File: config.mk
export PLATFORM = sky130hd
export DESIGN_NAME = aso_top
export DESIGN_NICKNAME = d
export VERILOG_FILES = /design/src/rtl/aso_pkg.sv /design/src/rtl/aso_formatter.sv /design/src/rtl/aso_top.sv
export VERILOG_INCLUDE_DIRS = /design/src /design/src/rtl
export SDC_FILE = /design/constraint.sdc
export NUM_CORES = 1
export LEC_CHECK = 0
export ABC_AREA = 1
export ABC_CLOCK_PERIOD_IN_PS = 6600
export BUFFER_PORTS_ARGS = -buffer_cell sky130_fd_sc_hd__buf_2
export CORE_MARGIN = 2
export CORE_UTILIZATION = 55
export DETAILED_ROUTE_END_ITERATION = 6
export PLACE_DENSITY = 0.8
export REMOVE_ABC_BUFFERS = 1
export SYNTH_ARGS = -nofsm -noshare
export SYNTH_HDL_FRONTEND = slang
export SYNTH_HIERARCHICAL = 1
export SYNTH_SLANG_ARGS = --single-unit
File: constraint.sdc
create_clock -name clk -period 6.6 [get_ports clk]
set_clock_uncertainty 0.05 [all_clocks]
set_input_delay 0.66 -clock clk [delete_from_list [all_inputs] [get_ports clk]]
set_output_delay 0.66 -clock clk [all_outputs]
set_load 0.01 [all_outputs]
File: src/rtl/aso_defs.svh
// register offsets, field positions and reset values of the output block
`ifndef ASO_DEFS_SVH
`define ASO_DEFS_SVH

`define ASO_OFS_CTRL     12'h000
`define ASO_OFS_CMD      12'h004
`define ASO_OFS_STATUS   12'h008

`define ASO_CTRL_W       13
`define ASO_CTRL_SYNC_EN 0
`define ASO_CTRL_SDR     1
`define ASO_CTRL_LANES   3:2
`define ASO_CTRL_RES     5:4
`define ASO_CTRL_OFS_A   6
`define ASO_CTRL_OFS_B   7
`define ASO_CTRL_DEC_EN  8
`define ASO_CTRL_CPLX    9
`define ASO_CTRL_DEC_LOG 12:10
`define ASO_CTRL_RESET   13'h0420

`define ASO_CMD_SYNC     0
`define ASO_CMD_MIX      1

`define ASO_ST_SEEN      0

`define ASO_LANE_TWO     2'h0
`define ASO_LANE_ONE     2'h1
`define ASO_LANE_HALF    2'h2

`define ASO_RES_14       2'h0
`define ASO_RES_18       2'h2
`define ASO_RES_MIN      7'h0E

`define ASO_WORD_W       20
`define ASO_SH_W         80

`endif

File: src/rtl/aso_pkg.sv
// types shared by the serial output block
package aso_pkg;

    typedef enum logic [0:0] {
        ST_IDLE = 1'b0,
        ST_RUN  = 1'b1
    } aso_ser_t;

    typedef struct packed {
        aso_ser_t              ser;
        logic [12:0]           ctrl;
        logic                  pin_q;
        logic                  pin_prev;
        logic                  pd;
        logic                  sync_p;
        logic                  nco_p;
        logic                  seen;
        logic [4:0]            div_cnt;
        logic                  sci_q;
        logic                  bit_clk;
        logic                  frm_clk;
        logic [3:0]            lanes;
        logic [3:0][79:0]      sh;
        logic [6:0]            bit_cnt;
        logic [6:0]            frame_bits;
        logic                  word_cnt;
        logic [1:0][1:0][19:0] coll;
        logic [1:0][1:0][19:0] hold;
        logic [31:0]           prdata;
        logic                  pslverr;
    } aso_state_t;

endpackage

File: src/rtl/aso_formatter.sv
// sample formatter: code format and output resolution of one channel
`timescale 1ns/1ps
`include "aso_defs.svh"

module aso_formatter #(
    parameter int SAMPLE_W = 16
) (
    input  wire logic [SAMPLE_W-1:0] sample,
    input  wire logic [1:0]          res,
    input  wire logic                ofs_bin,
    output logic [`ASO_WORD_W-1:0]   word
);

    if (SAMPLE_W != 16) begin : g_bad
        $error("formatter serves 16-bit samples only");
    end

    logic [`ASO_WORD_W-1:0] full;

    // word is left aligned; the serializer sends its top bits only
    always_comb begin
        full = {sample, 4'h0}; // RULE_16 RULE_20
        if (res == `ASO_RES_14) begin
            full = full & 20'hFFFC0; // RULE_20
        end
        // offset binary is two's complement with the sign bit flipped
        word = full;
        word[`ASO_WORD_W-1] = full[`ASO_WORD_W-1] ^ ofs_bin; // RULE_14 RULE_15
    end

endmodule

File: src/rtl/aso_top.sv
// serial output interface of a dual-channel converter, sync and registers
//
// The APB register port and the register addresses are this design's own decisions.
`timescale 1ns/1ps
`include "aso_defs.svh"
////////////////////////////////////////////////////////////////////////////
// Summary of operation
// RULE_01 - combined pin powers down unless the sync-pin enable bit is set
// RULE_02 - sync pin is sampled on the rising sampling clock edge
// RULE_03 - sync comes from the command register or the pin
// RULE_04 - sync resets decimation dividers and aligns I and Q words
// RULE_05 - sync also restarts oscillator phase, like the mixer restart bit
// RULE_06 - host toggles sync only at multiples of 64 clocks
// RULE_07 - complex decimation: frame per N samples, two words per channel
// RULE_08 - real decimation: frame per M samples, halved in two-lane mode
// RULE_09 - lane modes: two lanes, one lane, half lane per channel
// RULE_10 - host supplies serial clock, frequency-locked to sampling clock
// RULE_11 - default mode launches bits on both bit clock edges
// RULE_12 - single-rate mode launches bits on bit clock rising edges only
// RULE_13 - single-rate mode halves the serial clock internally
// RULE_14 - two's complement by default, offset binary when configured
// RULE_15 - full-scale codes follow the chosen format and resolution
// RULE_16 - 16-bit sample reformatted to 14, 16, 18 or 20 bits
// RULE_17 - serialization length follows resolution and lane mode
// RULE_18 - host keeps the output rate within the interface maximum
// RULE_19 - output resolution resets to 18 bits
// RULE_20 - 14-bit drops low bits, wider widths pad low bits with zeros
// RULE_21 - pin sync acts once per low-to-high transition
////////////////////////////////////////////////////////////////////////////

module aso_top #(
    parameter int DEC_LOG_MAX = 5
) (
    input  wire logic        clk,
    input  wire logic        rstn,
    input  wire logic        ce,
    input  wire logic [11:0] paddr,
    input  wire logic        psel,
    input  wire logic        penable,
    input  wire logic        pwrite,
    input  wire logic [31:0] pwdata,
    output logic             pready,
    output logic [31:0]      prdata,
    output logic             pslverr,
    input  wire logic        powerdown_or_align_pin,
    input  wire logic [15:0] sample_a,
    input  wire logic [15:0] sample_b,
    input  wire logic        sample_valid,
    input  wire logic        serial_clock_input,
    output logic             returned_bit_clock,
    output logic             frame_clock,
    output logic [3:0]       output_data_lanes,
    output logic             powerdown,
    output logic             sync_event,
    output logic             nco_restart,
    output logic             decim_phase_zero
);

    if (DEC_LOG_MAX < 1 || DEC_LOG_MAX > 5) begin : g_bad
        $error("DEC_LOG_MAX must lie in 1..5");
    end

    aso_pkg::aso_state_t st_reg;
    aso_pkg::aso_state_t st_next;

    logic [1:0][19:0] fmt;
    logic             sync_en;
    logic             sdr;
    logic             w2;
    logic             pin_edge;
    logic             wr_acc;
    logic             cmd_sync;
    logic             cmd_mix;
    logic             sync_ev;
    logic             st_clr;
    logic             tick;
    logic [1:0]       lmode;
    logic [2:0]       dlog;
    logic [4:0]       n_max;
    logic [6:0]       res_bits;
    logic [6:0]       ch_bits;
    logic [6:0]       fb;
    logic [6:0]       fbv;
    logic [1:0][79:0] cw;
    logic [3:0][79:0] built;
    logic [3:0][79:0] shv;

    genvar c;
    for (c = 0; c < 2; c++) begin : g_ch
        aso_formatter u_fmt (
            .sample  (c == 0 ? sample_a : sample_b),
            .res     (st_reg.ctrl[`ASO_CTRL_RES]),
            .ofs_bin (st_reg.ctrl[`ASO_CTRL_OFS_A + c]),
            .word    (fmt[c])
        );
    end

    ////////////////////////////////////////////////////////////////////////
    always_comb begin
        st_next  = st_reg;
        sync_en  = st_reg.ctrl[`ASO_CTRL_SYNC_EN];
        sdr      = st_reg.ctrl[`ASO_CTRL_SDR];
        lmode    = st_reg.ctrl[`ASO_CTRL_LANES];
        // I and Q share a frame, as do the two samples of two-lane mode
        w2       = (lmode == `ASO_LANE_TWO) ||
                   (st_reg.ctrl[`ASO_CTRL_DEC_EN] &&
                    st_reg.ctrl[`ASO_CTRL_CPLX]); // RULE_07 RULE_08
        dlog     = st_reg.ctrl[`ASO_CTRL_DEC_LOG];
        if (dlog > 3'(DEC_LOG_MAX)) begin
            dlog = 3'(DEC_LOG_MAX);
        end
        n_max    = 5'((6'h01 << dlog) - 6'h01);
        fbv      = st_reg.frame_bits;
        shv      = st_reg.sh;
        tick     = 1'b0;
        st_next.sync_p = 1'b0;
        st_next.nco_p  = 1'b0;

        // pin taken on every rising sampling clock edge while ce is high
        st_next.pin_q    = powerdown_or_align_pin; // RULE_02
        st_next.pin_prev = st_reg.pin_q;
        st_next.pd       = st_reg.pin_q & ~sync_en; // RULE_01
        pin_edge = sync_en & st_reg.pin_q & ~st_reg.pin_prev; // RULE_21

        // bus: read data is fixed in the setup cycle, writes in access
        wr_acc   = psel & penable & pwrite;
        cmd_sync = wr_acc && paddr == `ASO_OFS_CMD &&
                   pwdata[`ASO_CMD_SYNC];
        cmd_mix  = wr_acc && paddr == `ASO_OFS_CMD &&
                   pwdata[`ASO_CMD_MIX];
        st_clr   = wr_acc && paddr == `ASO_OFS_STATUS &&
                   pwdata[`ASO_ST_SEEN];
        if (psel && !penable) begin
            st_next.pslverr = 1'b0;
            st_next.prdata  = 32'h0000_0000;
            case (paddr)
                `ASO_OFS_CTRL: begin
                    st_next.prdata = {19'h0, st_reg.ctrl};
                end
                `ASO_OFS_CMD: begin
                    st_next.prdata = 32'h0000_0000;
                end
                `ASO_OFS_STATUS: begin
                    st_next.prdata = {19'h0, st_reg.div_cnt, 5'h00,
                                      st_reg.pd, st_reg.pin_q,
                                      st_reg.seen};
                end
                default: begin
                    st_next.pslverr = 1'b1;
                end
            endcase
        end

        // sync from either source; a new frame layout restarts the link
        sync_ev = pin_edge | cmd_sync; // RULE_03
        st_next.sync_p = sync_ev;
        st_next.nco_p  = sync_ev | cmd_mix; // RULE_05
        st_next.seen   = (st_reg.seen & ~st_clr) | sync_ev;
        if (wr_acc && paddr == `ASO_OFS_CTRL) begin
            st_next.ctrl     = pwdata[`ASO_CTRL_W-1:0];
            st_next.ser      = aso_pkg::ST_IDLE;
            st_next.bit_cnt  = 7'h00;
            st_next.word_cnt = 1'b0;
        end

        // divider modulo N; N divides 64, so 64-cycle resyncs keep phase
        if (sync_ev) begin
            st_next.div_cnt = 5'h00; // RULE_04 RULE_06
        end else if (st_reg.ctrl[`ASO_CTRL_DEC_EN]) begin
            st_next.div_cnt = (st_reg.div_cnt >= n_max) ? 5'h00 :
                              st_reg.div_cnt + 5'h01;
        end

        // collect one or two formatted words per channel into a frame
        if (sync_ev) begin
            st_next.word_cnt = 1'b0; // RULE_04
        end else if (sample_valid) begin
            st_next.coll[0][st_reg.word_cnt] = fmt[0];
            st_next.coll[1][st_reg.word_cnt] = fmt[1];
            if (w2 && !st_reg.word_cnt) begin
                st_next.word_cnt = 1'b1;
            end else begin
                st_next.word_cnt = 1'b0;
                st_next.hold     = st_next.coll;
                if (st_reg.ser == aso_pkg::ST_IDLE) begin
                    st_next.ser     = aso_pkg::ST_RUN;
                    st_next.bit_cnt = 7'h00;
                end
            end
        end

        // frame length in bits per lane
        res_bits = `ASO_RES_MIN +
                   {4'h0, st_reg.ctrl[`ASO_CTRL_RES], 1'b0}; // RULE_16
        ch_bits  = w2 ? (res_bits << 1) : res_bits;
        case (lmode) // RULE_09 RULE_17
            `ASO_LANE_TWO:  fb = res_bits;
            `ASO_LANE_ONE:  fb = ch_bits;
            `ASO_LANE_HALF: fb = ch_bits << 1;
            default:        fb = res_bits;
        endcase

        // lane order: 0 and 1 carry channel A, 2 and 3 channel B; half-lane mode sends both channels on lane 0
        for (int i = 0; i < 2; i++) begin
            cw[i] = {st_reg.hold[i][0], 60'h0} |
                    (w2 ? ({st_reg.hold[i][1], 60'h0} >> res_bits) :
                     80'h0);
        end
        built = '0;
        case (lmode) // RULE_09
            `ASO_LANE_TWO: begin
                built[0] = {st_reg.hold[0][0], 60'h0};
                built[1] = {st_reg.hold[0][1], 60'h0};
                built[2] = {st_reg.hold[1][0], 60'h0};
                built[3] = {st_reg.hold[1][1], 60'h0};
            end
            `ASO_LANE_ONE: begin
                built[0] = cw[0];
                built[2] = cw[1];
            end
            `ASO_LANE_HALF: begin
                built[0] = cw[0] | (cw[1] >> ch_bits);
            end
            default: begin
                built = '0;
            end
        endcase

        // serial clock comes from the host and is locked to clk
        st_next.sci_q = serial_clock_input; // RULE_10
        if (sdr) begin
            // halving the input adds no clock of latency: bit_clk toggles on the same clock edge that sees the rise
            if (serial_clock_input && !st_reg.sci_q) begin
                st_next.bit_clk = ~st_reg.bit_clk; // RULE_13
                tick            = ~st_reg.bit_clk; // RULE_12
            end
        end else begin
            st_next.bit_clk = serial_clock_input; // RULE_11
            tick = serial_clock_input ^ st_reg.sci_q; // RULE_11
        end

        if (st_reg.ser == aso_pkg::ST_RUN && tick) begin
            if (st_reg.bit_cnt == 7'h00) begin
                fbv = fb;
                shv = built;
                st_next.frame_bits = fb; // RULE_17
            end
            for (int i = 0; i < 4; i++) begin
                st_next.lanes[i] = shv[i][`ASO_SH_W-1];
                st_next.sh[i]    = {shv[i][`ASO_SH_W-2:0], 1'b0};
            end
            st_next.frm_clk = st_reg.bit_cnt < (fbv >> 1); // RULE_07
            st_next.bit_cnt = (st_reg.bit_cnt + 7'h01 == fbv) ? 7'h00 :
                              st_reg.bit_cnt + 7'h01; // RULE_17
        end
    end

    always_ff @(posedge clk) begin
        if (!rstn) begin
            st_reg      <= '0;
            st_reg.ctrl <= `ASO_CTRL_RESET; // RULE_19
        end else if (ce) begin
            st_reg <= st_next;
        end
    end

    ////////////////////////////////////////////////////////////////////////
    // a held clock enable also holds the bus transfer
    assign pready             = ce;
    assign prdata             = st_reg.prdata;
    assign pslverr            = st_reg.pslverr;
    assign returned_bit_clock = st_reg.bit_clk;
    assign frame_clock        = st_reg.frm_clk;
    assign output_data_lanes  = st_reg.lanes;
    assign powerdown          = st_reg.pd;
    assign sync_event         = st_reg.sync_p;
    assign nco_restart        = st_reg.nco_p;
    assign decim_phase_zero   = st_reg.ctrl[`ASO_CTRL_DEC_EN] &&
                                st_reg.div_cnt == 5'h00;
endmodule

==> results by stage <==
CTS:
- In this run, post-CTS hold repair placed 0 buffers.
- At the later pin of the worst-skew pair, clock insertion delay measures 0.57 ns.
- The clock tree synthesis step divided the H-tree into 2 levels.
- The clock root buffer is clkbuf_16.
- The count of buffers added by post-CTS timing repair for setup is 0.
- Clock-pin slew was measured on the worst setup and hold paths at 0.06 ns.
- The number of gates resized after CTS was 0.
- The clock sink count is 377.
- TritonCTS built the clock tree.
- The clock buffer count from CTS is 42.
- The maximum buffer depth of the clock tree is 3.

Pwr:
- For this design the ratio of total power to cell area is 245 nW/um2.
- In this run the static leakage power is 8.60 nW.
- VDD sags by at most 0.000203 V.

Layout:
- Leaving out fill and tap cells, the most frequent cell in the layout is o21ai_0.
- Cells with a size suffix above 1 make up 7.69% of the layout.
- Leaving out fill and tap cells, the most frequent cells in the layout are o21ai_0, nand2_1, a21oi_1.
- The register with the most flip-flops in the layout has 350 of them.
- The signed area change from the synthesized netlist to the final layout is 6.06%.
- 0 antenna diodes ended up in the layout.
- Once layout is complete, the utilization of the core stands at 59.4%.
- In the final design database the tool counted 3042 nets.

Worst hold path:
- The number of instances on the worst hold path is 3.
- The kind of path behind the tightest hold check is in2reg.

Flow run:
- Across the run, the number of max-cap violations was 0.

Route:
- Summed over all layers, the routed wires come to 62700 um.
- The detailed-router iteration count before antenna repair is 7.
- In the routed design, unresolved DRC markers number 0.
- The routed via count divided by cell count is 6.04.
- The detailed router finished its first iteration with 2490 violations.
- Summing over every cut layer, the via total after detailed routing is 20700.
- In the final routed layout, each cell accounts on average for 18.3 um.
- The detail route stage leaves a number of antenna-violating nets equal to 0.

Yosys:
- In this run, distinct cell masters in the synthesized netlist total 47.
- In this run the mean area of a mapped cell was 6.71 um2.
- In this run, synthesis produced a sequential element count of 377.
- Summing the areas of all xor and xnor instances in the mapped netlist gives 0.299% of the synthesized area.
- Measured against the total synthesized area, the mux share comes to 0%.
- The warning count from the yosys run is 6.
- Of all cell types, the one taking the most synthesized area is dfxtp_1.
- For this run, asynchronously set or reset flops after synthesis account for 0%.
- The leading register cell type out of synthesis is dfxtp_1.
- The share of synthesized cell area in and, or, nand and nor gates is 18.5%.
- The part of the Yosys area used for sequential elements is 36.7%.
- The dominant combinational cell family by area after synthesis is compound AO/OA/AOI/OAI gates.
- Yosys mapped a number of flops with a built-in enable equal to 0.
- The number of standard cells after synthesis is 3061.
- The synthesized netlist occupies a cell area of 20500 um2.
- Summed over its instances, the top area cell type makes up 36.7% of the synthesized netlist area.
- Summing the areas of all compound-gate instances in the mapped netlist gives 30.8% of the synthesized area.
- The adder-cell area share of the yosys netlist is 1.34%.
- After synthesis, the cell types taking the most area are dfxtp_1, o21ai_0, a21oi_1, nand2_1, nand3_1.

Critical path:
- Following the worst setup path forward leads to its endpoint at st_reg[277].
- The worst-path maximum fanout is 60.
- The first element of the critical path is lmode[1].
- The worst setup path is captured at a register.
- For the worst flop-to-flop path, the logic depth is 11.
- For the worst setup path, the data arrival time is 5.58 ns.
- The startpoint class of the critical path is a register.
- The data required time at the worst endpoint is 7.04 ns.
- The endpoint of the worst-slack reg-to-reg timing path is st_reg[277].
- The critical path is of the reg2reg type.
- The worst register-to-register path begins at lmode[1].
- Setup slack on the worst reg-to-reg path comes out at 1.47 ns.

GRT:
- The number of antenna violations at the first check in global routing is 0.
- The total overflow left after global routing is 0.
- Global routing used 31.8% of the available tracks.
- The via count of the first global-routing pass is 19200.
- The global-route wire length before repair is 100000 um.
- The pin count of the biggest net entering global routing is 176.

Die:
- The chip height is 197 um.
- The floorplan row count is 70.
- The top-level port count is 129.
- The total core area is 36700 um2.
- The die width is 197 um.
- The starting utilization of the core area is 56.0%.
- The die area is 38900 um2.

Placed design:
- In this run the tool buffered the top-level ports with 90 buffer cells.
- The half-perimeter wire length of the detailed placement result is 41600 um.
- The routability congestion estimate from global placement is 0.939.

Timing:
- Setup repair after global routing left no endpoint under its margin.
- The post-route clock period utilization is 77.8%.
- After layout, the minimum clock period comes to 5.13 ns.
- The worst pin sits at a relative slew slack of 20.0%.
- The number of failing hold endpoints at the final stage was 0.
- Derived from the worst setup path, the maximum achievable clock frequency is 0.195 GHz.
- The max-slew violation count came to 0.
- After routing, the total negative slack on setup checks comes to 0 ns.
- For the pin with the worst max-slew slack, the measured transition is 1.20 ns.
- Setup violations remaining at the end of the flow were counted as 0.

Run status:
- The run finished with clean final reports.
## worst min path at each step
stage                              to  slack, ns   startpoint
after floorplan           st_reg[194]       0.37  st_reg[194]
after global placement    st_reg[194]       0.37  st_reg[194]
after detailed placement  st_reg[159]       0.39  st_reg[159]
after CTS                 st_reg[552]       0.26    pwdata[6]
after global routing      st_reg[553]       0.28    pwdata[7]
final                     st_reg[552]       0.27    pwdata[6]
## power by group
part / internal (mW) / switching [mW]
clock network: 1.48 / 0.961
logic: 0.145 / 0.370
registers: 2.35 / 0.0338
## final cells by class
cell class / count / area [um2]
Inverter: 250 / 942
Fill cell: 3371 / 14900
Timing Repair Buffer: 119 / 689
Clock buffer: 62 / 1230
Multi-Input combinational cell: 2145 / 10600
Clock inverter: 13 / 201
Tap cell: 468 / 586
Sequential cell: 377 / 7550
## cell families (layout without fill, tap and decap cells)
group | Yosys count | in the layout
other | 3 | 27
adder cells (fa/ha/maj) | 22 | 22
AND/OR/NAND/NOR | 889 | 889
flip-flops | 377 | 377
AO/OA/AOI/OAI | 1200 | 1200
buffers and inverters | 563 | 444
XOR/XNOR | 7 | 7
## worst max-delay path, cell delays in order, from the launching register on
cell and delay [ns]:
dfxtp_1 0.65, inv_1 0.16, ha_1 0.47, inv_2 0.70, nand2_2 0.66, ha_1 0.75
clkinv_1 0.13, buf_4 0.52, nand3_1 0.44, o21ai_1 0.22, o21ai_0 0.10, a21oi_1 0.16
## through the flow
stage	cells	hold slack [ns]	setup WS [ns]	cell area, um2	power, mW
after floorplan	2772	0.365	-3.80	19000	2.75
after global placement	3359	0.373	1.71	20400	2.91
after detailed placement	3359	0.391	1.65	20400	2.93
after CTS	3434	0.260	1.62	21800	5.35
after global routing	3434	0.280	1.10	21800	5.52
final	3434	0.266	1.47	21800	5.34
## layer usage
metal / wire length (um) / vias up / GRT usage [%]
met4: 2360 / 0 / 12.6
met3: 5420 / 148 / 6.28
met2: 27900 / 892 / 49.5
met1: 27100 / 9618 / 43.4
li1: - / 10100 / -
met5: 0 / - / 0
## synth_stat cells (7+ instances only)
cell type  count
a31oi_1       16
nand3_1      231
buf_4         79
buf_1          9
o22ai_1       15
buf_2         61
nand2_1      519
nor3_1        18
nand4_1       12
a221oi_1      13
ha_1          22
o21ai_1       29
nor2_1        84
clkbuf_1     159
o211ai_1      34
inv_2          7
inv_1        240
dfxtp_1      377
a21oi_1      472
o21ai_0      588
No activity file was read; power rests on OpenSTA's default activity.
